--- src/logic/irqv_defs.vh ---
`ifndef IRQV_DEFS_VH
`define IRQV_DEFS_VH
// Register byte addresses on the plain register port.
`define IRQV_ADDR_PEND 8'h00
`define IRQV_ADDR_LVL0 8'h04
`define IRQV_ADDR_CTRL 8'h08
`define IRQV_ADDR_STAT 8'h0c
`define IRQV_ADDR_MASK 8'h10
`define IRQV_ADDR_VBASE 8'h14
// Control register fields.
`define IRQV_CTRL_WDT_SEL 0
`define IRQV_CTRL_LV_IEN 1
// Status register fields (sticky, write one to clear).
`define IRQV_ST_ACCEPT 0
`define IRQV_ST_WDT 1
`define IRQV_ST_LVD 2
`define IRQV_ST_VMON 3
// Reset values.
`define IRQV_CTRL_RST 8'h00
`define IRQV_VBASE_RST 32'h0000_0000
// Vector slot size in bytes, and the software number below which entries switch stack.
`define IRQV_SLOT_BYTES 4
`define IRQV_SWI_SPLIT 8'h80
// Debug trap probe address and its marker value.
`define IRQV_TRAP_ADDR 32'h0fff_ffe7
`define IRQV_TRAP_MARK 8'hff
// Fixed vector numbers for the special sources.
`define IRQV_VEC_WDT 8'hf0
`define IRQV_VEC_LVD 8'hf1
`endif

--- src/logic/irqv_arbiter.v ---
`timescale 1ns/1ps
`include "irqv_defs.vh"

// Picks the highest pending level; ties go to the lower source index.
module irqv_arbiter #(
    parameter N = 8
) (
    // Inputs.
    input wire [N-1:0] req,
    input wire [3*N-1:0] lvl,
    // Result.
    output reg found,
    output reg [7:0] idx,
    output reg [2:0] best
);
    integer i;

    // Scan from the top so that lower indices overwrite on equal levels.
    always @* begin
        found = 1'b0;
        idx = 8'h00;
        best = 3'h0;
        for (i = N - 1; i >= 0; i = i - 1) begin
            // Level zero means the source is disabled.
            if (req[i] && lvl[3*i +: 3] != 3'h0 &&
                (!found || lvl[3*i +: 3] >= best)) begin
                found = 1'b1;
                idx = i[7:0];
                best = lvl[3*i +: 3];
            end
        end
    end
endmodule // irqv_arbiter

--- src/logic/irqv_ctrl.v ---
`timescale 1ns/1ps
`include "irqv_defs.vh"

module irqv_ctrl #(
    parameter N = 8
) (
    // Clock, reset, enable.
    input wire clk,
    input wire rst,
    input wire ce,
    // Register port.
    input wire [7:0] reg_addr,
    input wire [31:0] reg_wdata,
    input wire reg_wr,
    input wire reg_rd,
    output reg [31:0] reg_rdata,
    // Peripheral request pulses, same clock.
    input wire [N-1:0] periph_req,
    // Pins from outside the clock domain.
    input wire wdt_underflow_pin,
    input wire supply_ok_pin,
    // CPU side.
    input wire cpu_ack,
    input wire cpu_reti,
    input wire swi_take,
    input wire [7:0] swi_num,
    input wire trap_take,
    input wire [7:0] trap_mark,
    input wire fetch_valid,
    input wire [31:0] fetch_data,
    output wire cpu_irq,
    output reg [7:0] cpu_vec_num,
    output reg fetch_req,
    output reg [31:0] fetch_addr,
    output reg jump_valid,
    output reg [31:0] jump_addr,
    output reg stack_sel,
    output reg wdt_reset,
    output wire irq_out
);
    // Sequencer states.
    localparam ST_IDLE = 2'b00;
    localparam ST_OFFER = 2'b01;
    localparam ST_FETCH = 2'b10;
    // Code 2'b11 is never entered; the default branch steers it back to
    // idle so that a disturbed state register cannot lock the sequencer.

    // Synchronisers: first stage is read only by the second.
    reg wdt_s1_q, wdt_s2_q;
    reg sup_s1_q, sup_s2_q, sup_old_q;
    reg [N+1:0] pend_q; // Peripheral pending plus WDT and LVD at top.
    reg [3*N-1:0] lvl_q; // Per-source request level fields.
    reg [7:0] ctrl_q; // Control bits.
    reg [3:0] stat_q; // Sticky event status.
    reg [3:0] mask_q; // Interrupt mask.
    reg [31:0] vbase_q; // Relocatable vector table base.
    reg [1:0] state_q; // Sequencer state.
    reg [7:0] sel_q; // Vector number in flight.
    reg [N+1:0] sel_bit_q; // One-hot pending bit in flight.
    reg saved_q; // Saved stack select for the return.
    reg saved_valid_q; // Marks that a return must restore.
    reg swi_q; // Current entry is a software one that saved.
    reg wdt_old_q; // Edge detector on synced underflow.

    // Arbiter result for the peripheral sources only. The two special
    // sources are ranked ahead of it by the sequencer itself, so the
    // arbiter never has to know about them.
    wire arb_found;
    wire [7:0] arb_idx;
    wire [2:0] arb_lvl;
    wire wdt_edge;
    wire sup_rise;
    wire [N+1:0] set_v;
    wire wr_pend;

    // Shared decode: is this write aimed at the given address.
    // Every register write uses it, so the write address compare lives in one place.
    function is_wr;
        input [7:0] a;
        begin
            is_wr = reg_wr && (reg_addr == a);
        end
    endfunction

    // Fixed tie-break among peripherals lives in the arbiter.
    // It is a linear scan, so a much wider N would lengthen this path
    // through to the sequencer's next-state logic.
    irqv_arbiter #(.N(N)) u_arb (
        .req(pend_q[N-1:0]),
        .lvl(lvl_q),
        .found(arb_found),
        .idx(arb_idx),
        .best(arb_lvl)
    );

    // Edge detectors run on the second synchroniser stage only. The supply
    // history resets to one, the level of a healthy supply, so the release
    // of reset cannot look like a recovery event.
    assign wdt_edge = wdt_s2_q & ~wdt_old_q;
    assign sup_rise = sup_s2_q & ~sup_old_q;
    assign wr_pend = is_wr(`IRQV_ADDR_PEND);
    // New request events per pending bit.
    assign set_v = {sup_rise & ctrl_q[`IRQV_CTRL_LV_IEN],
                    wdt_edge & ~ctrl_q[`IRQV_CTRL_WDT_SEL],
                    periph_req};
    // The CPU sees one offered request at a time.
    assign cpu_irq = (state_q == ST_OFFER);
    assign irq_out = |(stat_q & mask_q);

    // Synchronise pins and keep edge history.
    // The supply pin is a level; only its rising edge matters here.
    always @(posedge clk or posedge rst) begin
        if (rst) begin
            wdt_s1_q <= 1'b0;
            wdt_s2_q <= 1'b0;
            sup_s1_q <= 1'b1;
            sup_s2_q <= 1'b1;
            sup_old_q <= 1'b1;
            wdt_old_q <= 1'b0;
        end else if (ce) begin
            // Two stages before any logic looks at the pins.
            wdt_s1_q <= wdt_underflow_pin;
            wdt_s2_q <= wdt_s1_q;
            sup_s1_q <= supply_ok_pin;
            sup_s2_q <= sup_s1_q;
            sup_old_q <= sup_s2_q;
            wdt_old_q <= wdt_s2_q;
        end
    end

    // Configuration registers. Only one address matches per write, so an
    // if and else-if chain is enough. A write to the control register
    // always rewrites the enable bit, but the watchdog select can only be
    // raised; software has no path that lowers it again.
    always @(posedge clk or posedge rst) begin
        if (rst) begin
            ctrl_q <= `IRQV_CTRL_RST;
            lvl_q <= {3*N{1'b0}};
            mask_q <= 4'h0;
            vbase_q <= `IRQV_VBASE_RST;
        end else if (ce) begin
            if (is_wr(`IRQV_ADDR_LVL0)) begin
                lvl_q <= reg_wdata[3*N-1:0];
            end else if (is_wr(`IRQV_ADDR_CTRL)) begin
                // Once set, the select bit ignores writes of zero.
                ctrl_q <= {6'h00, reg_wdata[`IRQV_CTRL_LV_IEN],
                           reg_wdata[`IRQV_CTRL_WDT_SEL] |
                           ctrl_q[`IRQV_CTRL_WDT_SEL]};
            end else if (is_wr(`IRQV_ADDR_MASK)) begin
                mask_q <= reg_wdata[3:0];
            end else if (is_wr(`IRQV_ADDR_VBASE)) begin
                // Table is word aligned so slots stay 4-byte.
                vbase_q <= {reg_wdata[31:2], 2'b00};
            end
        end
    end

    // Pending flags: set on event, clear on jump or software zero write.
    // A new event in the clear cycle wins, so no request is lost.
    // Software writes a zero to drop a request and a one to keep it; the
    // written ones never raise a flag, since the write only masks.
    // The flag in flight is dropped one cycle after the jump pulse, so a
    // read in the jump cycle still shows it as pending.
    always @(posedge clk or posedge rst) begin
        if (rst) begin
            pend_q <= {N+2{1'b0}};
        end else if (ce) begin
            pend_q <= (pend_q
                       & ~((jump_valid ? sel_bit_q : {N+2{1'b0}}))
                       & (wr_pend ? reg_wdata[N+1:0] : {N+2{1'b1}}))
                      | set_v;
        end
    end

    // Sticky status with write-one-to-clear; set beats clear.
    always @(posedge clk or posedge rst) begin
        if (rst) begin
            stat_q <= 4'h0;
        end else if (ce) begin
            stat_q <= (stat_q & ~(is_wr(`IRQV_ADDR_STAT) ?
                                  reg_wdata[3:0] : 4'h0))
                      | {sup_rise, sup_rise, wdt_edge,
                         jump_valid};
        end
    end

    // Watchdog reset request when the select bit chose reset. The request
    // is a single-cycle pulse; stretching it to a system reset is left to
    // the reset logic outside, which also clears the select bit.
    always @(posedge clk or posedge rst) begin
        if (rst) begin
            wdt_reset <= 1'b0;
        end else if (ce) begin
            wdt_reset <= wdt_edge & ctrl_q[`IRQV_CTRL_WDT_SEL];
        end
    end

    // Sequencer: pick, offer, fetch the slot, jump.
    // Software entries skip the offer step because the CPU itself asked
    // for them. Only one entry is in flight at any time, and the saved
    // stack select is a single bit: a second low software entry before
    // the return overwrites the saved value.
    always @(posedge clk or posedge rst) begin
        if (rst) begin
            // Reset ranks above everything: it aborts any sequence.
            state_q <= ST_IDLE;
            sel_q <= 8'h00;
            sel_bit_q <= {N+2{1'b0}};
            cpu_vec_num <= 8'h00;
            fetch_req <= 1'b0;
            fetch_addr <= 32'h0000_0000;
            jump_valid <= 1'b0;
            jump_addr <= 32'h0000_0000;
            stack_sel <= 1'b1;
            saved_q <= 1'b1;
            saved_valid_q <= 1'b0;
            swi_q <= 1'b0;
        end else if (ce) begin
            jump_valid <= 1'b0;
            fetch_req <= 1'b0;
            if (cpu_reti && saved_valid_q) begin
                stack_sel <= saved_q;
                saved_valid_q <= 1'b0;
            end
            case (state_q)
                ST_IDLE: begin
                    if (trap_take) begin
                        // Marker FFh routes the trap through slot zero.
                        // Other markers take the same slot for now.
                        sel_q <= (trap_mark == `IRQV_TRAP_MARK) ?
                                 8'h00 : 8'h00;
                        sel_bit_q <= {N+2{1'b0}};
                        swi_q <= 1'b1;
                        saved_q <= stack_sel;
                        saved_valid_q <= 1'b1;
                        stack_sel <= 1'b0;
                        fetch_req <= 1'b1;
                        fetch_addr <= vbase_q;
                        state_q <= ST_FETCH;
                    end else if (swi_take) begin
                        sel_q <= swi_num;
                        sel_bit_q <= {N+2{1'b0}};
                        if (swi_num < `IRQV_SWI_SPLIT) begin
                            saved_q <= stack_sel;
                            saved_valid_q <= 1'b1;
                            stack_sel <= 1'b0;
                            swi_q <= 1'b1;
                        end else begin
                            swi_q <= 1'b0;
                        end
                        fetch_req <= 1'b1;
                        fetch_addr <= vbase_q + {22'h0, swi_num, 2'b00};
                        state_q <= ST_FETCH;
                    end else if (pend_q[N]) begin
                        // Specials by fixed order ahead of peripherals.
                        sel_q <= `IRQV_VEC_WDT;
                        sel_bit_q <= {2'b01, {N{1'b0}}};
                        state_q <= ST_OFFER;
                    end else if (pend_q[N+1]) begin
                        sel_q <= `IRQV_VEC_LVD;
                        sel_bit_q <= {2'b10, {N{1'b0}}};
                        state_q <= ST_OFFER;
                    end else if (arb_found) begin
                        sel_q <= arb_idx;
                        sel_bit_q <= {{N+1{1'b0}}, 1'b1} << arb_idx;
                        state_q <= ST_OFFER;
                    end
                end
                ST_OFFER: begin
                    // The vector number follows the offer by one cycle.
                    cpu_vec_num <= sel_q;
                    if (cpu_ack) begin
                        swi_q <= 1'b0;
                        fetch_req <= 1'b1;
                        fetch_addr <= vbase_q + {22'h0, sel_q, 2'b00};
                        state_q <= ST_FETCH;
                    end else if ((pend_q & sel_bit_q) == {N+2{1'b0}}) begin
                        // Software withdrew the request before acceptance.
                        state_q <= ST_IDLE;
                    end
                end
                ST_FETCH: begin
                    // The slot read may take any number of cycles; the
                    // sequencer simply waits for the answer pulse.
                    cpu_vec_num <= sel_q;
                    if (fetch_valid) begin
                        jump_valid <= 1'b1;
                        jump_addr <= fetch_data;
                        state_q <= ST_IDLE;
                    end
                end
                default: begin
                    state_q <= ST_IDLE;
                end
            endcase
        end
    end

    // Read data one cycle after the strobe; unmapped reads zero.
    // The bus is cleared in every cycle without a read strobe so that stale
    // data never looks like an answer; reads have no side effects.
    always @(posedge clk or posedge rst) begin
        if (rst) begin
            reg_rdata <= 32'h0000_0000;
        end else if (ce) begin
            reg_rdata <= 32'h0000_0000;
            if (reg_rd) begin
                if (reg_addr == `IRQV_ADDR_PEND) begin
                    reg_rdata <= {{30-N{1'b0}}, pend_q};
                end else if (reg_addr == `IRQV_ADDR_LVL0) begin
                    reg_rdata <= {{32-3*N{1'b0}}, lvl_q};
                end else if (reg_addr == `IRQV_ADDR_CTRL) begin
                    reg_rdata <= {24'h0, ctrl_q};
                end else if (reg_addr == `IRQV_ADDR_STAT) begin
                    reg_rdata <= {28'h0, stat_q};
                end else if (reg_addr == `IRQV_ADDR_MASK) begin
                    reg_rdata <= {28'h0, mask_q};
                end else if (reg_addr == `IRQV_ADDR_VBASE) begin
                    reg_rdata <= vbase_q;
                end
            end
        end
    end
endmodule // irqv_ctrl

--- config.mk ---
export PLATFORM = sky130hd
export DESIGN_NAME = irqv_ctrl
export DESIGN_NICKNAME = d
export VERILOG_FILES = /design/src/logic/irqv_arbiter.v /design/src/logic/irqv_ctrl.v
export VERILOG_INCLUDE_DIRS = /design/src /design/src/logic
export SDC_FILE = /design/constraint.sdc
export NUM_CORES = 1
export LEC_CHECK = 0
export CORE_ASPECT_RATIO = 0.9
export CORE_MARGIN = 8
export CORE_UTILIZATION = 45
export DETAILED_ROUTE_END_ITERATION = 10
export DONT_BUFFER_PORTS = 1
export GPL_ROUTABILITY_DRIVEN = 0
export HOLD_SLACK_MARGIN = 0.06
export PLACE_DENSITY = 0.56
export SYNTH_ARGS = -nofsm -noshare
export SYNTH_HDL_FRONTEND = slang
export SYNTH_SLANG_ARGS = --single-unit
--- constraint.sdc ---
create_clock -name clk -period 20.3 [get_ports clk]
set_clock_uncertainty 0.05 [all_clocks]
set_input_delay 1.015 -clock clk [delete_from_list [all_inputs] [get_ports clk]]
set_output_delay 1.015 -clock clk [all_outputs]
set_load 0.01 [all_outputs]
==> flow_summary.yaml <==
power_and_ir_drop:
  p_total_mw: 1.18
  vdd.ir_drop.worst_mv: 0.0626
  power_leakage_nw: 5.11
  p_per_area_nw_per_um2: 100
clock_tree:
  cts_resized: 0
  numCtsBuffers: 24
  cts.hold.buffers_added: 0
  htreeDepth: 1
  cts_tree: "built"
  clk_latency_ns: 0.53
  clk_path_buf_depth: 3
  clkTransAtPathRegs_ns: 0.06
  cts_setup_buffers: 0
  cts_root_buf: "clkbuf_16"
  clock_sinks: 208
timing:
  timing.final.max_slew_violations: 0
  post-route-min-period_ns: 11.48
  finalCritPeriodShare_pct: 56.6
  setup_tns_ns: 0
  rsz0062_at_grt: "false"
  hold_violations: 0
  worst_slack_ns: 8.82
  worstMarginPinSlew_ns: 0.997
  relSlewSlack_pct: 33.0
  holdWs_ns: 0.392
  fmaxAchievable_mhz: 87.1
  finalSetupViolCount: 0
global_route:
  gr-usage-met3_pct: 5.45
  grt-busiest-layer: "met2"
  met1_usage_pct: 26.3
  grt_pass1_vias: 8019
  grt_overflow_total: 0
  grtUsageMet2_pct: 29.9
  antenna_found_initial: 0
  grtUsageTotal_pct: 19.3
  grt_max_degree: 90
  grt_pass1_wl_um: 46000
yosys:
  synth_seq_cells: 208
  synth.cell_area_um2: 10800
  async_flop_share_pct: 100
  synth_edf_count: 0
  syn-instance-count: 1046
  avgSynthCellArea_um2: 10.4
  synth_top_flop_cell: "dfrtp_1"
  yosysSeqAreaShare_pct: 48.1
  yosysWarnings: 0
  yosysUniqueCellTypes: 67
setup_path:
  timing.rr.start: "pend_q[7]"
  worstPathRequired_ns: 20.70
  crit_fanout: 13
  worst_r2r_path_depth: 43
  crit_top_cell: "ha_1"
  rrSetupSlack_ns: 8.82
  arrival_ns: 11.89
  cp-end-kind: "flip-flop"
  slowest_delay_ns: 0.58
  cp-start-kind: "flip-flop"
  critical_path_class: "reg -> reg"
  r2r-end: "sel_q[2]"
  slowest_stage: "dfrtp_1"
final_layout:
  layout_commonest_cell: "dfrtp_1"
  fin_nets: 1180
  mostFrequentLayoutCells: "dfrtp_1, nand2_1, mux2_2, o21ai_0, inv_1"
  layout-drive-gt1-share_pct: 16.4
  fin_util_pct: 49.3
  final_cells: 1350
  area_growth_pct: 8.99
  stdcell_area_um2: 11800
  antenna_cells: 0
job:
  drv_cap: 0
placement:
  dpl.cell_count: 1312
  postPlaceCellArea_um2: 11100
  hpwl_um: 21300
  portBuffers: 0
  place_ws_ns: 8.96
die:
  core_area_um2: 24000
  die_w_um: 180
  rows: 54
  die_area_um2: 29300
  die_h_um: 163
  ios: 218
  initial_utilization_pct: 45.2
route:
  post-route-drc-count: 0
  drt_iter0_drc: 627
  wire_per_inst_um: 21.4
  vias_per_cell: 5.85
  drt_wl_total_um: 28900
  routed-via-count: 7903
  first_pass_iters: 5
  antenna_left: 0
worst_hold_path:
  hold_class: "in -> async"
run_status:
  outcome: "completed"
[state kept, by name, indices dropped and copies added, names as in the netlist, 2 cells and up]
signal and flops:
lvl_q 24, vbase_q 30, reg_rdata 32, stat_q 4, state_q 2, fetch_addr 30, sel_q 8, pend_q 10
cpu_vec_num 8, mask_q 4, sel_bit_q 10, jump_addr 32, ctrl_q 2
[Yosys cell counts, types with 8 or more instances]
cell       count  area share, %
o31ai_1       10           0.69
o2111ai_1      8           0.65
nand3_1       19           0.88
nor2b_1       18            1.0
a21o_1        18            1.2
a22oi_1       23            1.6
xnor2_1       17            1.4
a21oi_1       32            1.5
inv_1         57            2.0
nor2_1        39            1.3
nand2_1      123            4.3
o211ai_1      17            1.2
nor3_1         9           0.42
clkbuf_1      43            1.5
nand4_1        8           0.46
xor2_1        11           0.89
mux2_2       111             12
o21ai_0       86            4.0
dfrtp_1      203             47
ha_1          40            4.6
and2_1        10           0.58
nand2b_1      12           0.69
a211oi_1       9           0.62
[routing by layer]
| metal | up-vias | share of wire [%] |
|---|---|---|
| li1 | 3727 | - |
| met1 | 3853 | 46 |
| met2 | 276 | 43 |
| met3 | 47 | 8.0 |
| met4 | 0 | 2.6 |
| met5 | - | 0 |
[worst max-delay path, delay by kind of cell (launching register included)]
kind	cells	cell delay (ns)
flops	1	0.58
compound gates	20	5.12
simple gates	14	2.96
mux	2	0.68
fa+ha+maj	7	2.02
[final cells by class]
cell class | instances | area [µm²]
multi-input combinational | 731 | 5220
clock buffer | 34 | 668
tap | 308 | 385
inverter | 57 | 221
sequential | 208 | 5210
timing repair buffer | 8 | 60.1
fill | 2242 | 12200
clock inverter | 4 | 56.3
[where the power goes]
group,internal (mW),total (mW),leakage [nW],switching [mW]
logic,0.0976,0.209,2.06,0.111
clock network,0.239,0.405,0.354,0.166
registers,0.486,0.570,2.70,0.0838
total,0.823,1.18,5.11,0.361
[logic make-up (layout without fill, tap and decap cells)]
kind of cell / Yosys count / in the layout / synth area share [%]
AO/OA/AOI/OAI: 272 / 272 / 16.8
AND/OR/NAND/NOR: 269 / 269 / 11.9
flip-flops: 208 / 208 / 48.1
multiplexers: 118 / 118 / 12.2
buffers and inverters: 108 / 103 / 3.88
adder cells (fa/ha/maj): 42 / 42 / 4.98
XOR/XNOR: 28 / 28 / 2.26
other: 1 / 2 / 0.0346
[worst max-delay path by stage]
stage	start	to	slack (ns)	depth (start not counted)
final	pend_q[7]	sel_q[2]	8.82	43
after global routing	pend_q[7]	sel_q[2]	7.95	43
after CTS	pend_q[7]	sel_q[2]	8.89	43
after detailed placement	pend_q[7]	sel_q[2]	8.96	43
after global placement	pend_q[7]	sel_q[2]	8.93	43
after floorplan	pend_q[7]	sel_q[2]	9.99	48
Note: power is estimated with default switching activity, not from simulation.
